[src/hdl/sgp_pkg.sv]
// package of offsets, field positions, reset values and timing for the global policy control bank
package sgp_pkg;
	// register byte addresses
	localparam logic [7:0] ADDR_CTRL_A    = 8'h03;
	localparam logic [7:0] ADDR_CTRL_B    = 8'h04;
	localparam logic [7:0] ADDR_AGE_STAT  = 8'h08;
	// control a field positions
	localparam int BIT_AGE_EN      = 2;
	localparam int BIT_FAST_AGE    = 1;
	localparam int BIT_AGGR_BACKOFF = 0;
	// control b field positions
	localparam int BIT_VLAN_DISCARD = 7;
	localparam int BIT_MCAST_STORM_DIS = 6;
	localparam int BIT_BP_MODE     = 5;
	localparam int BIT_FAIR_MODE   = 4;
	localparam int BIT_NO_COLL_DROP = 3;
	// reset values (strap bits replaced at reset release)
	localparam logic [7:0] RESET_CTRL_A = 8'h04;
	localparam logic [7:0] RESET_CTRL_B = 8'hf0;
	localparam logic [7:0] WMASK_CTRL_A = 8'h07;
	localparam logic [7:0] WMASK_CTRL_B = 8'hf8;
	// excessive collision threshold
	localparam logic [4:0] COLL_LIMIT = 5'h10;
	// broadcast address and multicast bit index
	localparam logic [47:0] BCAST_DA  = 48'hffffffffffff;
	localparam int          MCAST_BIT = 40;
	// aging periods
	localparam longint CLK_HZ        = 125000000;
	localparam longint FAST_AGE_US   = 800;
	localparam longint NORM_AGE_S    = 300;
	localparam longint FAST_AGE_CYC  = FAST_AGE_US * CLK_HZ / 1000000;
	localparam longint NORM_AGE_CYC  = NORM_AGE_S * CLK_HZ;
endpackage

[src/hdl/sgp_policy_regs.sv]
// global policy control register bank with aging timer and policy decode
//
// Chosen here: the APB interface to the registers.
`timescale 1ns/1ps
// Function
// RULE_01: aging enable bit gates address aging ticks
// RULE_02: aging bit reset follows aging strap
// RULE_03: fast-age bit selects 800 us period
// RULE_04: aggressive back-off for half-duplex ports
// RULE_05: back-off bit reset follows its strap
// RULE_06: discard bit set blocks all VLAN crossing
// RULE_07: cleared lets only known unicast cross
// RULE_08: storm disable set regulates broadcast only
// RULE_09: cleared also regulates DA bit 40 frames
// RULE_10: back-pressure mode carrier-sense or collision
// RULE_11: fair mode drops non-flow-control port packets
// RULE_12: unfair mode flow-controls the flow-control port
// RULE_13: keep retrying or drop after 16 collisions
// RULE_14: collision bit reset follows its strap
// RULE_15: after fast cycle return to 300 s
// RULE_16: straps captured once at reset release
module sgp_policy_regs
	import sgp_pkg::*;
#(
	parameter longint FAST_CYCLES = FAST_AGE_CYC,
	parameter longint NORM_CYCLES = NORM_AGE_CYC
) (
	input  wire logic        clk_sys,
	input  wire logic        rstn,
	input  wire logic        clkEn,
	// apb slave
	input  wire logic        psel,
	input  wire logic        penable,
	input  wire logic        pwrite,
	input  wire logic [7:0]  paddr,
	input  wire logic [31:0] pwdata,
	output logic             pready,
	output logic [31:0]      prdata,
	output logic             pslverr,
	// strap pins
	input  wire logic        aging_strap_pin,
	input  wire logic        backoff_strap_pin,
	input  wire logic        collision_drop_strap_pin,
	// frame classification from the datapath
	input  wire logic [47:0] frameDa,
	input  wire logic        frameKnownUnicast,
	input  wire logic        frameSameVlan,
	input  wire logic [4:0]  collisionCount,
	input  wire logic        srcFlowCtrl,
	input  wire logic        sharedDestConflict,
	// policy outputs
	output logic             ageTick,
	output logic             agingActive,
	output logic             aggressiveBackoff,
	output logic             crossAllowed,
	output logic             stormRegulate,
	output logic             carrierSenseBp,
	output logic             dropNonFcPort,
	output logic             throttleFcPort,
	output logic             collisionDrop
);

	typedef enum logic [1:0] {SGP_STRAP_WAIT, SGP_STRAP_FILL, SGP_STRAP_TAKE, SGP_RUN} sgp_boot_e;

	logic [7:0]  ctrlA;
	logic [7:0]  ctrlB;
	logic [7:0]  next_ctrlA;
	logic [7:0]  next_ctrlB;
	sgp_boot_e   bootState;
	sgp_boot_e   next_bootState;
	logic [2:0]  strapA;
	logic [2:0]  strapB;
	logic [2:0]  strapC;
	logic [2:0]  next_strapA;
	logic [2:0]  next_strapB;
	logic [2:0]  next_strapC;
	logic [35:0] ageCount;
	logic [35:0] next_ageCount;
	logic        fastRun;
	logic        next_fastRun;
	logic        ageTickQ;
	logic        next_ageTickQ;
	logic        pready_n;
	logic [31:0] prdata_n;
	logic        pslverr_n;
	logic [6:0]  polQ;
	logic [6:0]  next_polQ;
	logic [35:0] agePeriod;
	logic        regHit;

	// strap synchroniser next values, three stages
	always_comb begin
		next_strapA = {collision_drop_strap_pin, backoff_strap_pin, aging_strap_pin};
		next_strapB = strapA;
		next_strapC = strapB;
	end

	always_ff @(posedge clk_sys or negedge rstn) begin
		if (!rstn) begin
			strapA <= 3'h0;
			strapB <= 3'h0;
			strapC <= 3'h0;
		end else if (clkEn) begin
			strapA <= next_strapA;
			strapB <= next_strapB;
			strapC <= next_strapC;
		end
	end

	// boot sequence: let the sync stages fill before comparing, take the straps once, then run
	always_comb begin
		next_bootState = bootState;
		unique case (bootState)
			SGP_STRAP_WAIT: next_bootState = SGP_STRAP_FILL;
			SGP_STRAP_FILL: next_bootState = SGP_STRAP_TAKE;
			SGP_STRAP_TAKE: if (strapB == strapC) next_bootState = SGP_RUN;
			SGP_RUN:        next_bootState = SGP_RUN;
		endcase
	end

	always_ff @(posedge clk_sys or negedge rstn) begin
		if (!rstn) begin
			bootState <= SGP_STRAP_WAIT;
		end else if (clkEn) begin
			bootState <= next_bootState;
		end
	end

	assign regHit = (paddr == ADDR_CTRL_A) || (paddr == ADDR_CTRL_B) || (paddr == ADDR_AGE_STAT);

	// register writes and strap capture
	always_comb begin
		next_ctrlA = ctrlA;
		next_ctrlB = ctrlB;
		if (bootState == SGP_STRAP_TAKE && strapB == strapC) begin
			next_ctrlA[BIT_AGE_EN]       = strapC[0]; // [RULE_02] [RULE_16]
			next_ctrlA[BIT_AGGR_BACKOFF] = strapC[1]; // [RULE_05] [RULE_16]
			next_ctrlB[BIT_NO_COLL_DROP] = strapC[2]; // [RULE_14] [RULE_16]
		end else if (psel && penable && pwrite && bootState == SGP_RUN) begin
			if (paddr == ADDR_CTRL_A) begin
				next_ctrlA = pwdata[7:0] & WMASK_CTRL_A;
			end else if (paddr == ADDR_CTRL_B) begin
				next_ctrlB = pwdata[7:0] & WMASK_CTRL_B;
			end
		end
	end

	always_ff @(posedge clk_sys or negedge rstn) begin
		if (!rstn) begin
			ctrlA <= RESET_CTRL_A;
			ctrlB <= RESET_CTRL_B;
		end else if (clkEn) begin
			ctrlA <= next_ctrlA;
			ctrlB <= next_ctrlB;
		end
	end

	// apb answer: one access cycle, reads zero-extended, unmapped flagged
	always_comb begin
		pready_n  = psel && !penable;
		pslverr_n = psel && !penable && !regHit;
		prdata_n  = 32'h0;
		if (psel && !penable) begin
			if (paddr == ADDR_CTRL_A) begin
				prdata_n = {24'h0, ctrlA};
			end else if (paddr == ADDR_CTRL_B) begin
				prdata_n = {24'h0, ctrlB};
			end else if (paddr == ADDR_AGE_STAT) begin
				prdata_n = {30'h0, fastRun, agingActive};
			end
		end
	end

	always_ff @(posedge clk_sys or negedge rstn) begin
		if (!rstn) begin
			pready  <= 1'b0;
			pslverr <= 1'b0;
			prdata  <= 32'h0;
		end else if (clkEn) begin
			pready  <= pready_n;
			pslverr <= pslverr_n;
			prdata  <= prdata_n;
		end
	end

	// aging timer: fast period while the fast-age bit is set, normal period again from the first tick after it clears
	assign agePeriod = fastRun ? FAST_CYCLES[35:0] : NORM_CYCLES[35:0]; // [RULE_03] [RULE_15]

	always_comb begin
		next_ageCount = ageCount;
		next_fastRun  = fastRun;
		next_ageTickQ = 1'b0;
		if (ctrlA[BIT_FAST_AGE] && !fastRun) begin
			next_fastRun  = 1'b1; // [RULE_03]
			next_ageCount = 36'h0;
		end else if (!ctrlA[BIT_AGE_EN] || bootState != SGP_RUN) begin
			next_ageCount = 36'h0; // [RULE_01]
		end else if (ageCount >= agePeriod - 36'h1) begin
			next_ageCount = 36'h0;
			next_ageTickQ = 1'b1;
			if (fastRun && !ctrlA[BIT_FAST_AGE]) begin
				next_fastRun = 1'b0; // [RULE_15]
			end
		end else begin
			next_ageCount = ageCount + 36'h1;
		end
		if (!ctrlA[BIT_FAST_AGE] && fastRun && !ctrlA[BIT_AGE_EN]) begin
			next_fastRun = 1'b0;
		end
	end

	always_ff @(posedge clk_sys or negedge rstn) begin
		if (!rstn) begin
			ageCount <= 36'h0;
			fastRun  <= 1'b0;
			ageTickQ <= 1'b0;
		end else if (clkEn) begin
			ageCount <= next_ageCount;
			fastRun  <= next_fastRun;
			ageTickQ <= next_ageTickQ;
		end
	end

	assign ageTick = ageTickQ;

	// policy decode, registered
	always_comb begin
		next_polQ[0] = ctrlA[BIT_AGE_EN] && bootState == SGP_RUN; // [RULE_01]
		next_polQ[1] = ctrlA[BIT_AGGR_BACKOFF]; // [RULE_04]
		// known unicast may cross only when discard is off
		next_polQ[2] = frameSameVlan || (!ctrlB[BIT_VLAN_DISCARD] && frameKnownUnicast); // [RULE_06] [RULE_07]
		// broadcast always, multicast only when protection covers it
		next_polQ[3] = (frameDa == BCAST_DA) ||
			(!ctrlB[BIT_MCAST_STORM_DIS] && frameDa[MCAST_BIT]); // [RULE_08] [RULE_09]
		next_polQ[4] = ctrlB[BIT_BP_MODE]; // [RULE_10]
		next_polQ[5] = ctrlB[BIT_FAIR_MODE] && sharedDestConflict && !srcFlowCtrl; // [RULE_11]
		next_polQ[6] = !ctrlB[BIT_FAIR_MODE] && sharedDestConflict && srcFlowCtrl; // [RULE_12]
	end

	always_ff @(posedge clk_sys or negedge rstn) begin
		if (!rstn) begin
			polQ          <= 7'h0;
			collisionDrop <= 1'b0;
		end else if (clkEn) begin
			polQ          <= next_polQ;
			collisionDrop <= !ctrlB[BIT_NO_COLL_DROP] && (collisionCount >= COLL_LIMIT); // [RULE_13]
		end
	end

	assign agingActive       = polQ[0];
	assign aggressiveBackoff = polQ[1];
	assign crossAllowed      = polQ[2];
	assign stormRegulate     = polQ[3];
	assign carrierSenseBp    = polQ[4];
	assign dropNonFcPort     = polQ[5];
	assign throttleFcPort    = polQ[6];

endmodule

[config.mk]
export PLATFORM = sky130hd
export DESIGN_NAME = sgp_policy_regs
export DESIGN_NICKNAME = d
export VERILOG_FILES = /design/src/hdl/sgp_pkg.sv /design/src/hdl/sgp_policy_regs.sv
export SDC_FILE = /design/constraint.sdc
export NUM_CORES = 1
export LEC_CHECK = 0
export ABC_CLOCK_PERIOD_IN_PS = 3050
export BUFFER_PORTS_ARGS = -buffer_cell sky130_fd_sc_hd__buf_2
export CAP_MARGIN = 20
export CORE_ASPECT_RATIO = 1.5
export CORE_MARGIN = 3
export CORE_UTILIZATION = 50
export CTS_BUF_LIST = sky130_fd_sc_hd__clkbuf_16
export CTS_CLUSTER_SIZE = 16
export DETAILED_ROUTE_END_ITERATION = 10
export PLACE_DENSITY_LB_ADDON = 0.2
export SYNTH_ARGS = -nofsm -noshare
export SYNTH_HDL_FRONTEND = slang
export SYNTH_SLANG_ARGS = --single-unit
[constraint.sdc]
create_clock -name clk_sys -period 3.05 [get_ports clk_sys]
set_input_delay 0.1525 -clock clk_sys [delete_from_list [all_inputs] [get_ports clk_sys]]
set_output_delay 0.1525 -clock clk_sys [all_outputs]
set_load 0.01 [all_outputs]
==> summary.md, run 1 <==
| Metric | Value |
|---|---|
| Number of antenna repair diodes | `0` |
| Slowest stage cell, crit path | `dfrtp_1` |
| Yosys warning total | `0` |
| Area of the placeable core | `8570 sq um` |
| TritonRoute pass-1 iters | `4` |
| Cell Chain, Critical Path | `buf_4 -> ha_1 -> or4_1 -> a221o_1 -> a211o_1 -> o21ba_1 -> buf_12 -> a41oi_2 -> a31oi_1` |
| Crit path capture type | `flip-flop` |
| Path class of the lowest-slack min-delay path | `in -> async` |
| Initial antenna violation count | `0` |
| Gp weighted congestion | `0.865` |
| Fin. Hold Viols | `33` |
| CTS Root Buffer Type | `clkbuf_16` |
| Total Neg Setup Slack | `0 ns` |
| Via count of the first global-routing pass | `3,738` |
| Number of remaining DRC errors | `0` |
| HPWL after detailed placement | `7430 um` |
| Actual transition at the worst max-transition pin | `0.958 ns` |
| Max-Cap Viols | `0` |
| Hold Slack | `-0.0475 ns` |
| Combined area of all synthesized cells | `4460 sq um` |
| Share of async-settable or async-resettable flops after synthesis | `100%` |
| Required time reported for the critical path endpoint | `3.30 ns` |
| Worst relative slew slack | `36.1%` |
| Mean area per synthesized cell | `9.58 sq um` |
| Clock latency of the later-clocked register in the worst-skew pair | `0.33 ns` |
| RSZ-0062 raised after global routing | `false` |
| Worst reg2reg path depth | `9` |
| Number of I/O port buffers | `96` |
| Crit start category | `flip-flop` |
| Final net count | `683` |
| Width of the die | `83.1 um` |
| Number of levels the H-tree was split into | `3` |
| Crit path buf inv count | `2` |
| Critical path data arrival time | `3.01 ns` |
| Number of top-level pins | `149` |
| TritonCTS clock tree | `built` |
| Routed wire per std cell | `15.4 um` |
| Area growth from synthesis to final layout | `19.0%` |
| Area enclosed by the die boundary | `10,100 sq um` |
| Flip-flop and latch count after synthesis | `75` |
| Gate count after technology mapping | `465` |
| Number of endpoints failing setup at the final stage | `0` |
| Setup Crit Path Kind | `reg -> reg` |
| Die outline height | `122 um` |
| Final Cycle Share | `90.5%` |
| Number of buffers on the longest clock path | `2` |
| ANT nets after route | `0` |
| Power Density | `571 nW/um^2` |
| Most instantiated library cell after synthesis | `dfrtp_1` |
| Iter 0 DRT Violations | `149` |
| Top cells by count, synth | `dfrtp_1 (70), nand2_1 (32), nor2_1 (27)` |
| Largest net degree at the start of global routing | `76` |
| Worst reg-to-reg setup slack | `0.29 ns` |
| P_leak | `2.51 nW` |
| Largest incremental delay on the critical path | `0.45 ns` |
| CP delay by family, top | `compound AO/OA/AOI/OAI gates` |
| Number of placement rows | `41` |
| Violated checks | `negative hold slack` |
| Largest driver fanout on the critical path | `47` |
| Final number of max-transition violations | `0` |
| Primary flip-flop cell chosen by synthesis mapping | `dfrtp_1` |
| Routed wire length | `10,400 um` |
| Total routing usage reported by global routing | `20.6%` |
| Via count of the routed design | `3,902` |
| Effective utilization at floorplan | `52.0%` |
| Buffers inserted during post-CTS setup optimization | `0` |
| Post_cts resized | `0` |
| Vias per inst | `5.81` |
| Area contributors post-synth | `dfrtp_1 (39%), ha_1 (4.8%), buf_4 (4.2%), mux2_2 (4.0%), nand4_1 (3.1%)` |
| Peak VDD IR | `0.439 mV` |
| Count of different cell masters after synthesis | `63` |
| Post-Route Skew | `0.00593 ns` |
| Clock buffer count from CTS | `9` |
| Share of the yosys chip area belonging to registers | `42.3%` |
| Number of flops mapped to enable cells by yosys | `0` |
| Crit path time final | `2.76 ns` |
| Clock Sink Count | `75` |
| Total gr overflow | `0` |
| Yosys top cell by area | `dfrtp_1` |
| Post-cts hold buffer count | `0` |
| R2R Path Start | `fastRun$_DFFE_PN0P_` |
| Share of cells above drive strength 1 | `26.7%` |
| Final core occ | `61.9%` |
| Top cell type's share of synthesized area | `39.3%` |
| First-pass GRT wire length | `17,100 um` |
| Status | `finished with violations` |
| Maximum achievable frequency | `362 MHz` |
| Clock slew seen by the registers of the worst setup and hold paths | `0.06 ns` |
| End of the worst register-to-register path | `ageCount[12]$_DFFE_PN0P_` |
[worst max-delay path by stage]
stage                              from                  endpoint  slack (ns)  cells past startpoint
floorplan           fastRun$_DFFE_PN0P_  ageCount[17]$_DFFE_PN0P_        0.39                      9
global placement    fastRun$_DFFE_PN0P_  ageCount[17]$_DFFE_PN0P_        0.38                      9
detailed placement  fastRun$_DFFE_PN0P_  ageCount[17]$_DFFE_PN0P_        0.31                      9
CTS                 fastRun$_DFFE_PN0P_  ageCount[12]$_DFFE_PN0P_        0.29                      9
global route        fastRun$_DFFE_PN0P_   ageCount[4]$_DFFE_PN0P_        0.14                      9
finish              fastRun$_DFFE_PN0P_  ageCount[12]$_DFFE_PN0P_        0.29                      9
[cells by family (layout without fill, tap and decap cells)]
kind of cell | count (synthesis) | after routing | synth area share [%]
DFF | 75 | 75 | 42.3
other | 1 | 24 | 0.0842
AOI/OAI and AO/OA | 130 | 130 | 20.2
and+or+nand+nor | 161 | 161 | 19.6
xor gates and xnor gates | 3 | 3 | 0.590
muxes | 17 | 17 | 4.27
adders and majority gates | 17 | 17 | 4.77
buffers and inverters | 61 | 138 | 8.23
[layout by cell type, fill, tap and decap left out, types with 3 or more instances in the layout]
master | netlist | routed
o21a_1 | 3 | 3
nand2b_1 | 5 | 5
bufinv_16 | 0 | 4
inv_1 | 14 | 15
clkbuf_16 | 0 | 9
o21ba_1 | 3 | 3
dfstp_2 | 5 | 5
and2_1 | 3 | 3
o21ai_0 | 17 | 17
xnor2_1 | 3 | 3
buf_2 | 2 | 95
a22o_1 | 7 | 7
a211o_1 | 3 | 3
dfrtp_1 | 70 | 70
nand3_1 | 22 | 22
a21o_1 | 5 | 5
o2bb2ai_1 | 4 | 4
ha_1 | 17 | 17
and4_1 | 3 | 3
o21ai_1 | 8 | 8
conb_1 | 1 | 24
mux2_2 | 16 | 16
and3_1 | 11 | 11
nor4_1 | 12 | 12
a21boi_0 | 4 | 4
nor2b_1 | 4 | 4
a32oi_1 | 3 | 3
a221o_1 | 5 | 5
a21oi_1 | 25 | 25
nand2_1 | 32 | 32
a31oi_1 | 21 | 21
buf_4 | 25 | 11
nor2_1 | 27 | 27
a22oi_1 | 5 | 5
nand4_1 | 22 | 22
[layout make-up]
class	count	area, sq um
Clock buffer	9	225
Timing Repair Buffer	107	578
Inverter	15	56.3
Fill cell	709	3270
Multi-Input combinational cell	352	2290
Clock inverter	7	133
Tap cell	107	134
Sequential cell	75	1880
[report_power, final]
group	switching, mW	internal [mW]	total (mW)
clock	0.402	0.874	1.28
sequential	0.0695	1.08	1.15
combinational	0.341	0.264	0.605
[through the flow]
step / hold slack [ns] / setup WS [ns] / cell area [sq um] / instances / total power, mW
after floorplan: -0.143 / 0.394 / 4540 / 488 / 1.58
after global placement: 0.354 / 0.384 / 4940 / 656 / 1.74
after detailed placement: 0.361 / 0.313 / 4940 / 656 / 1.77
after CTS: 0.00372 / 0.291 / 5300 / 672 / 3.04
after global routing: 0.0296 / 0.141 / 5300 / 672 / 3.18
final: -0.0475 / 0.289 / 5300 / 672 / 3.03
[per-layer routing]
| layer | GRT usage (%) | wire length, um |
|---|---|---|
| met5 | 0 | 0 |
| met4 | 8.08 | 261 |
| met3 | 5.01 | 408 |
| met2 | 37.3 | 5480 |
| met1 | 23.4 | 4220 |
[flip-flops by register name (all words and copies together) (netlist names)]
register	count
fastRun	1
bootState	2
pready	1
next_strapC	3
next_strapB	3
ctrlB	5
ctrlA	3
collisionDrop	1
strapC	3
polQ	7
ageCount	36
ageTick	1
pslverr	1
prdata	8
Note: power is estimated with default switching activity, not from simulation.
==> run 2: changes to the inputs <==
- CORE_MARGIN: 3 -> 2
==> summary.md, run 2 (synthesis results as in run 1) <==
| Metric | Value |
|---|---|
| Setup Crit Path Kind | `reg -> reg (unchanged)` |
| Worst relative slew slack | `36.7% (was 36.1%)` |
| First-pass GRT wire length | `17,200 um (was 17,100 um)` |
| Crit path time final | `2.77 ns (was 2.76 ns)` |
| Cell Chain, Critical Path | `buf_4 -> ha_1 -> a2111oi_0 -> and3_1 -> o311a_1 -> o21bai_1 -> buf_12 -> nor4_1 -> a21o_1 (was buf_4 -> ha_1 -> or4_1 -> a221o_1 -> a211o_1 -> o21ba_1 -> buf_12 -> a41oi_2 -> a31oi_1)` |
| Crit start category | `flip-flop (unchanged)` |
| TritonCTS clock tree | `built (unchanged)` |
| Flip-flop count of the largest register, all copies and words added | `36 (unchanged)` |
| Initial antenna violation count | `0 (unchanged)` |
| Worst reg-to-reg setup slack | `0.28 ns (was 0.29 ns)` |
| Number of top-level pins | `149 (unchanged)` |
| Post_cts resized | `0 (unchanged)` |
| Buffers inserted during post-CTS setup optimization | `0 (unchanged)` |
| Slowest stage cell, crit path | `a2111oi_0 (was dfrtp_1)` |
| Area growth from synthesis to final layout | `17.9% (was 19.0%)` |
| Area enclosed by the die boundary | `9700 sq um (was 10,100 sq um)` |
| Number of remaining DRC errors | `0 (unchanged)` |
| Largest net degree at the start of global routing | `76 (unchanged)` |
| Area of the placeable core | `8720 sq um (was 8570 sq um)` |
| Biggest regs | `ageCount (36), prdata (8), polQ (7) (unchanged)` |
| Number of non-filler instances in the completed layout | `675 (was 672)` |
| Required time reported for the critical path endpoint | `3.33 ns (was 3.30 ns)` |
| Die outline height | `120 um (was 122 um)` |
| Violated checks | `negative hold slack (unchanged)` |
| Clock slew seen by the registers of the worst setup and hold paths | `0.06 ns (about the same)` |
| Maximum achievable frequency | `361 MHz (was 362 MHz)` |
| Max-Cap Viols | `0 (unchanged)` |
| Crit path capture type | `flip-flop (unchanged)` |
| Vias per inst | `5.74 (was 5.81)` |
| ANT nets after route | `0 (unchanged)` |
| Worst setup margin | `0.276 ns (was 0.289 ns)` |
| Status | `finished with violations (unchanged)` |
| Iter 0 DRT Violations | `191 (was 149)` |
| Total routing usage reported by global routing | `22.6% (was 20.6%)` |
| Number of endpoints failing setup at the final stage | `0 (unchanged)` |
| Final number of max-transition violations | `0 (unchanged)` |
| Final net count | `683 (unchanged)` |
| Actual transition at the worst max-transition pin | `0.949 ns (was 0.958 ns)` |
| Width of the die | `81.1 um (was 83.1 um)` |
| Share of cells above drive strength 1 | `26.9% (was 26.7%)` |
| CP delay by family, top | `compound AO/OA/AOI/OAI gates (unchanged)` |
| Post-Route Skew | `0.00487 ns (was 0.00593 ns)` |
| Critical path data arrival time | `3.05 ns (was 3.01 ns)` |
| Number of buffers on the longest clock path | `2 (unchanged)` |
| Number of levels the H-tree was split into | `3 (unchanged)` |
| Number of instances in the placed design | `659 (was 656)` |
| Total gr overflow | `0 (unchanged)` |
| Number of I/O port buffers | `96 (unchanged)` |
| Peak VDD IR | `0.418 mV (was 0.439 mV)` |
| RSZ-0062 raised after global routing | `false (unchanged)` |
| Most frequent standard cell in the layout excluding fill and tap cells | `buf_2 (unchanged)` |
| Routed wire length | `10,100 um (was 10,400 um)` |
| Fin. Hold Viols | `66 (was 33)` |
| Clock latency of the later-clocked register in the worst-skew pair | `0.34 ns (was 0.33 ns)` |
| Power Density | `532 nW/um^2 (was 571 nW/um^2)` |
| TritonRoute pass-1 iters | `4 (unchanged)` |
| Largest driver fanout on the critical path | `11 (was 47)` |
| P_leak | `2.48 nW (was 2.51 nW)` |
| Final Cycle Share | `90.9% (was 90.5%)` |
| Clock buffer count from CTS | `9 (unchanged)` |
| Clock Sink Count | `75 (unchanged)` |
| Number of placement rows | `42 (was 41)` |
| Post-placement setup slack | `0.296 ns (was 0.313 ns)` |
| Hold Slack | `-0.0447 ns (was -0.0475 ns)` |
| Top reg by flops | `ageCount (unchanged)` |
| Largest incremental delay on the critical path | `0.49 ns (was 0.45 ns)` |
| Via count of the routed design | `3,873 (was 3,902)` |
| Routed wire per std cell | `15.0 um (was 15.4 um)` |
| Via count of the first global-routing pass | `3,841 (was 3,738)` |
| Top library cells by usage in the layout, fill and taps aside | `buf_2 (95), dfrtp_1 (70), nand2_1 (32) (unchanged)` |
| CTS Root Buffer Type | `clkbuf_16 (unchanged)` |
| Post-cts hold buffer count | `0 (unchanged)` |
| Total Neg Setup Slack | `0 ns (unchanged)` |
| Number of antenna repair diodes | `0 (unchanged)` |
| Effective utilization at floorplan | `51.1% (was 52.0%)` |
| Crit path buf inv count | `2 (unchanged)` |
| Gp weighted congestion | `0.816 (was 0.865)` |
| HPWL after detailed placement | `7190 um (was 7430 um)` |
| Path class of the lowest-slack min-delay path | `in -> async (unchanged)` |
==> run 2: power by group <==
| group | internal, mW | total, mW | switching (mW) |
|---|---|---|---|
| clock network | 0.629 | 1.05 | 0.418 |
| registers | 1.08 | 1.14 | 0.0692 |
| logic | 0.268 | 0.604 | 0.336 |
==> run 2: path summary, 6_finish.rpt <==
check,endpoint,from,cells after the start
worst max-delay path,ageCount[34]$_DFFE_PN0P_,fastRun$_DFFE_PN0P_,9
worst min-delay path,ageCount[1]$_DFFE_PN0P_,rstn,1
worst max register to register,ageCount[34]$_DFFE_PN0P_,fastRun$_DFFE_PN0P_,9
worst min register to register,prdata[1]$_DFFE_PN0P_,prdata[1]$_DFFE_PN0P_,1
max in group asynchronous,ageCount[29]$_DFFE_PN0P_,rstn,1
min in group clk_sys,ctrlB[6]$_DFFE_PN1P_,pwdata[6],3
==> run 2: cell type report <==
type	instances	area (sq um)
fillers	810	3470
clock buffers	9	225
inverters	15	56.3
repair buffers	107	591
multi-input cells	352	2290
clock inverters	7	68.8
well taps	110	138
flip-flops and latches	75	1880
==> run 2: stage by stage <==
step / util, % / instance area [sq um] / total power, mW / hold slack, ns
floorplan: - / 4540 / 1.58 / -0.143
global placement: 56.9 / 4960 / 1.74 / 0.359
detailed placement: 56.9 / 4960 / 1.76 / 0.365
CTS: 60.2 / 5250 / 2.82 / 0.00446
global route: 60.2 / 5250 / 2.95 / 0.0264
finish: 60.2 / 5250 / 2.80 / -0.0447
==> run 2: layer usage <==
layer | up-vias | part of all wire, % | global-route usage [%]
li1 | 1900 | - | -
met1 | 1859 | 41 | 25.9
met2 | 95 | 53 | 38.9
met3 | 19 | 3.9 | 5.79
met4 | 0 | 2.3 | 10.2
met5 | - | 0 | 0
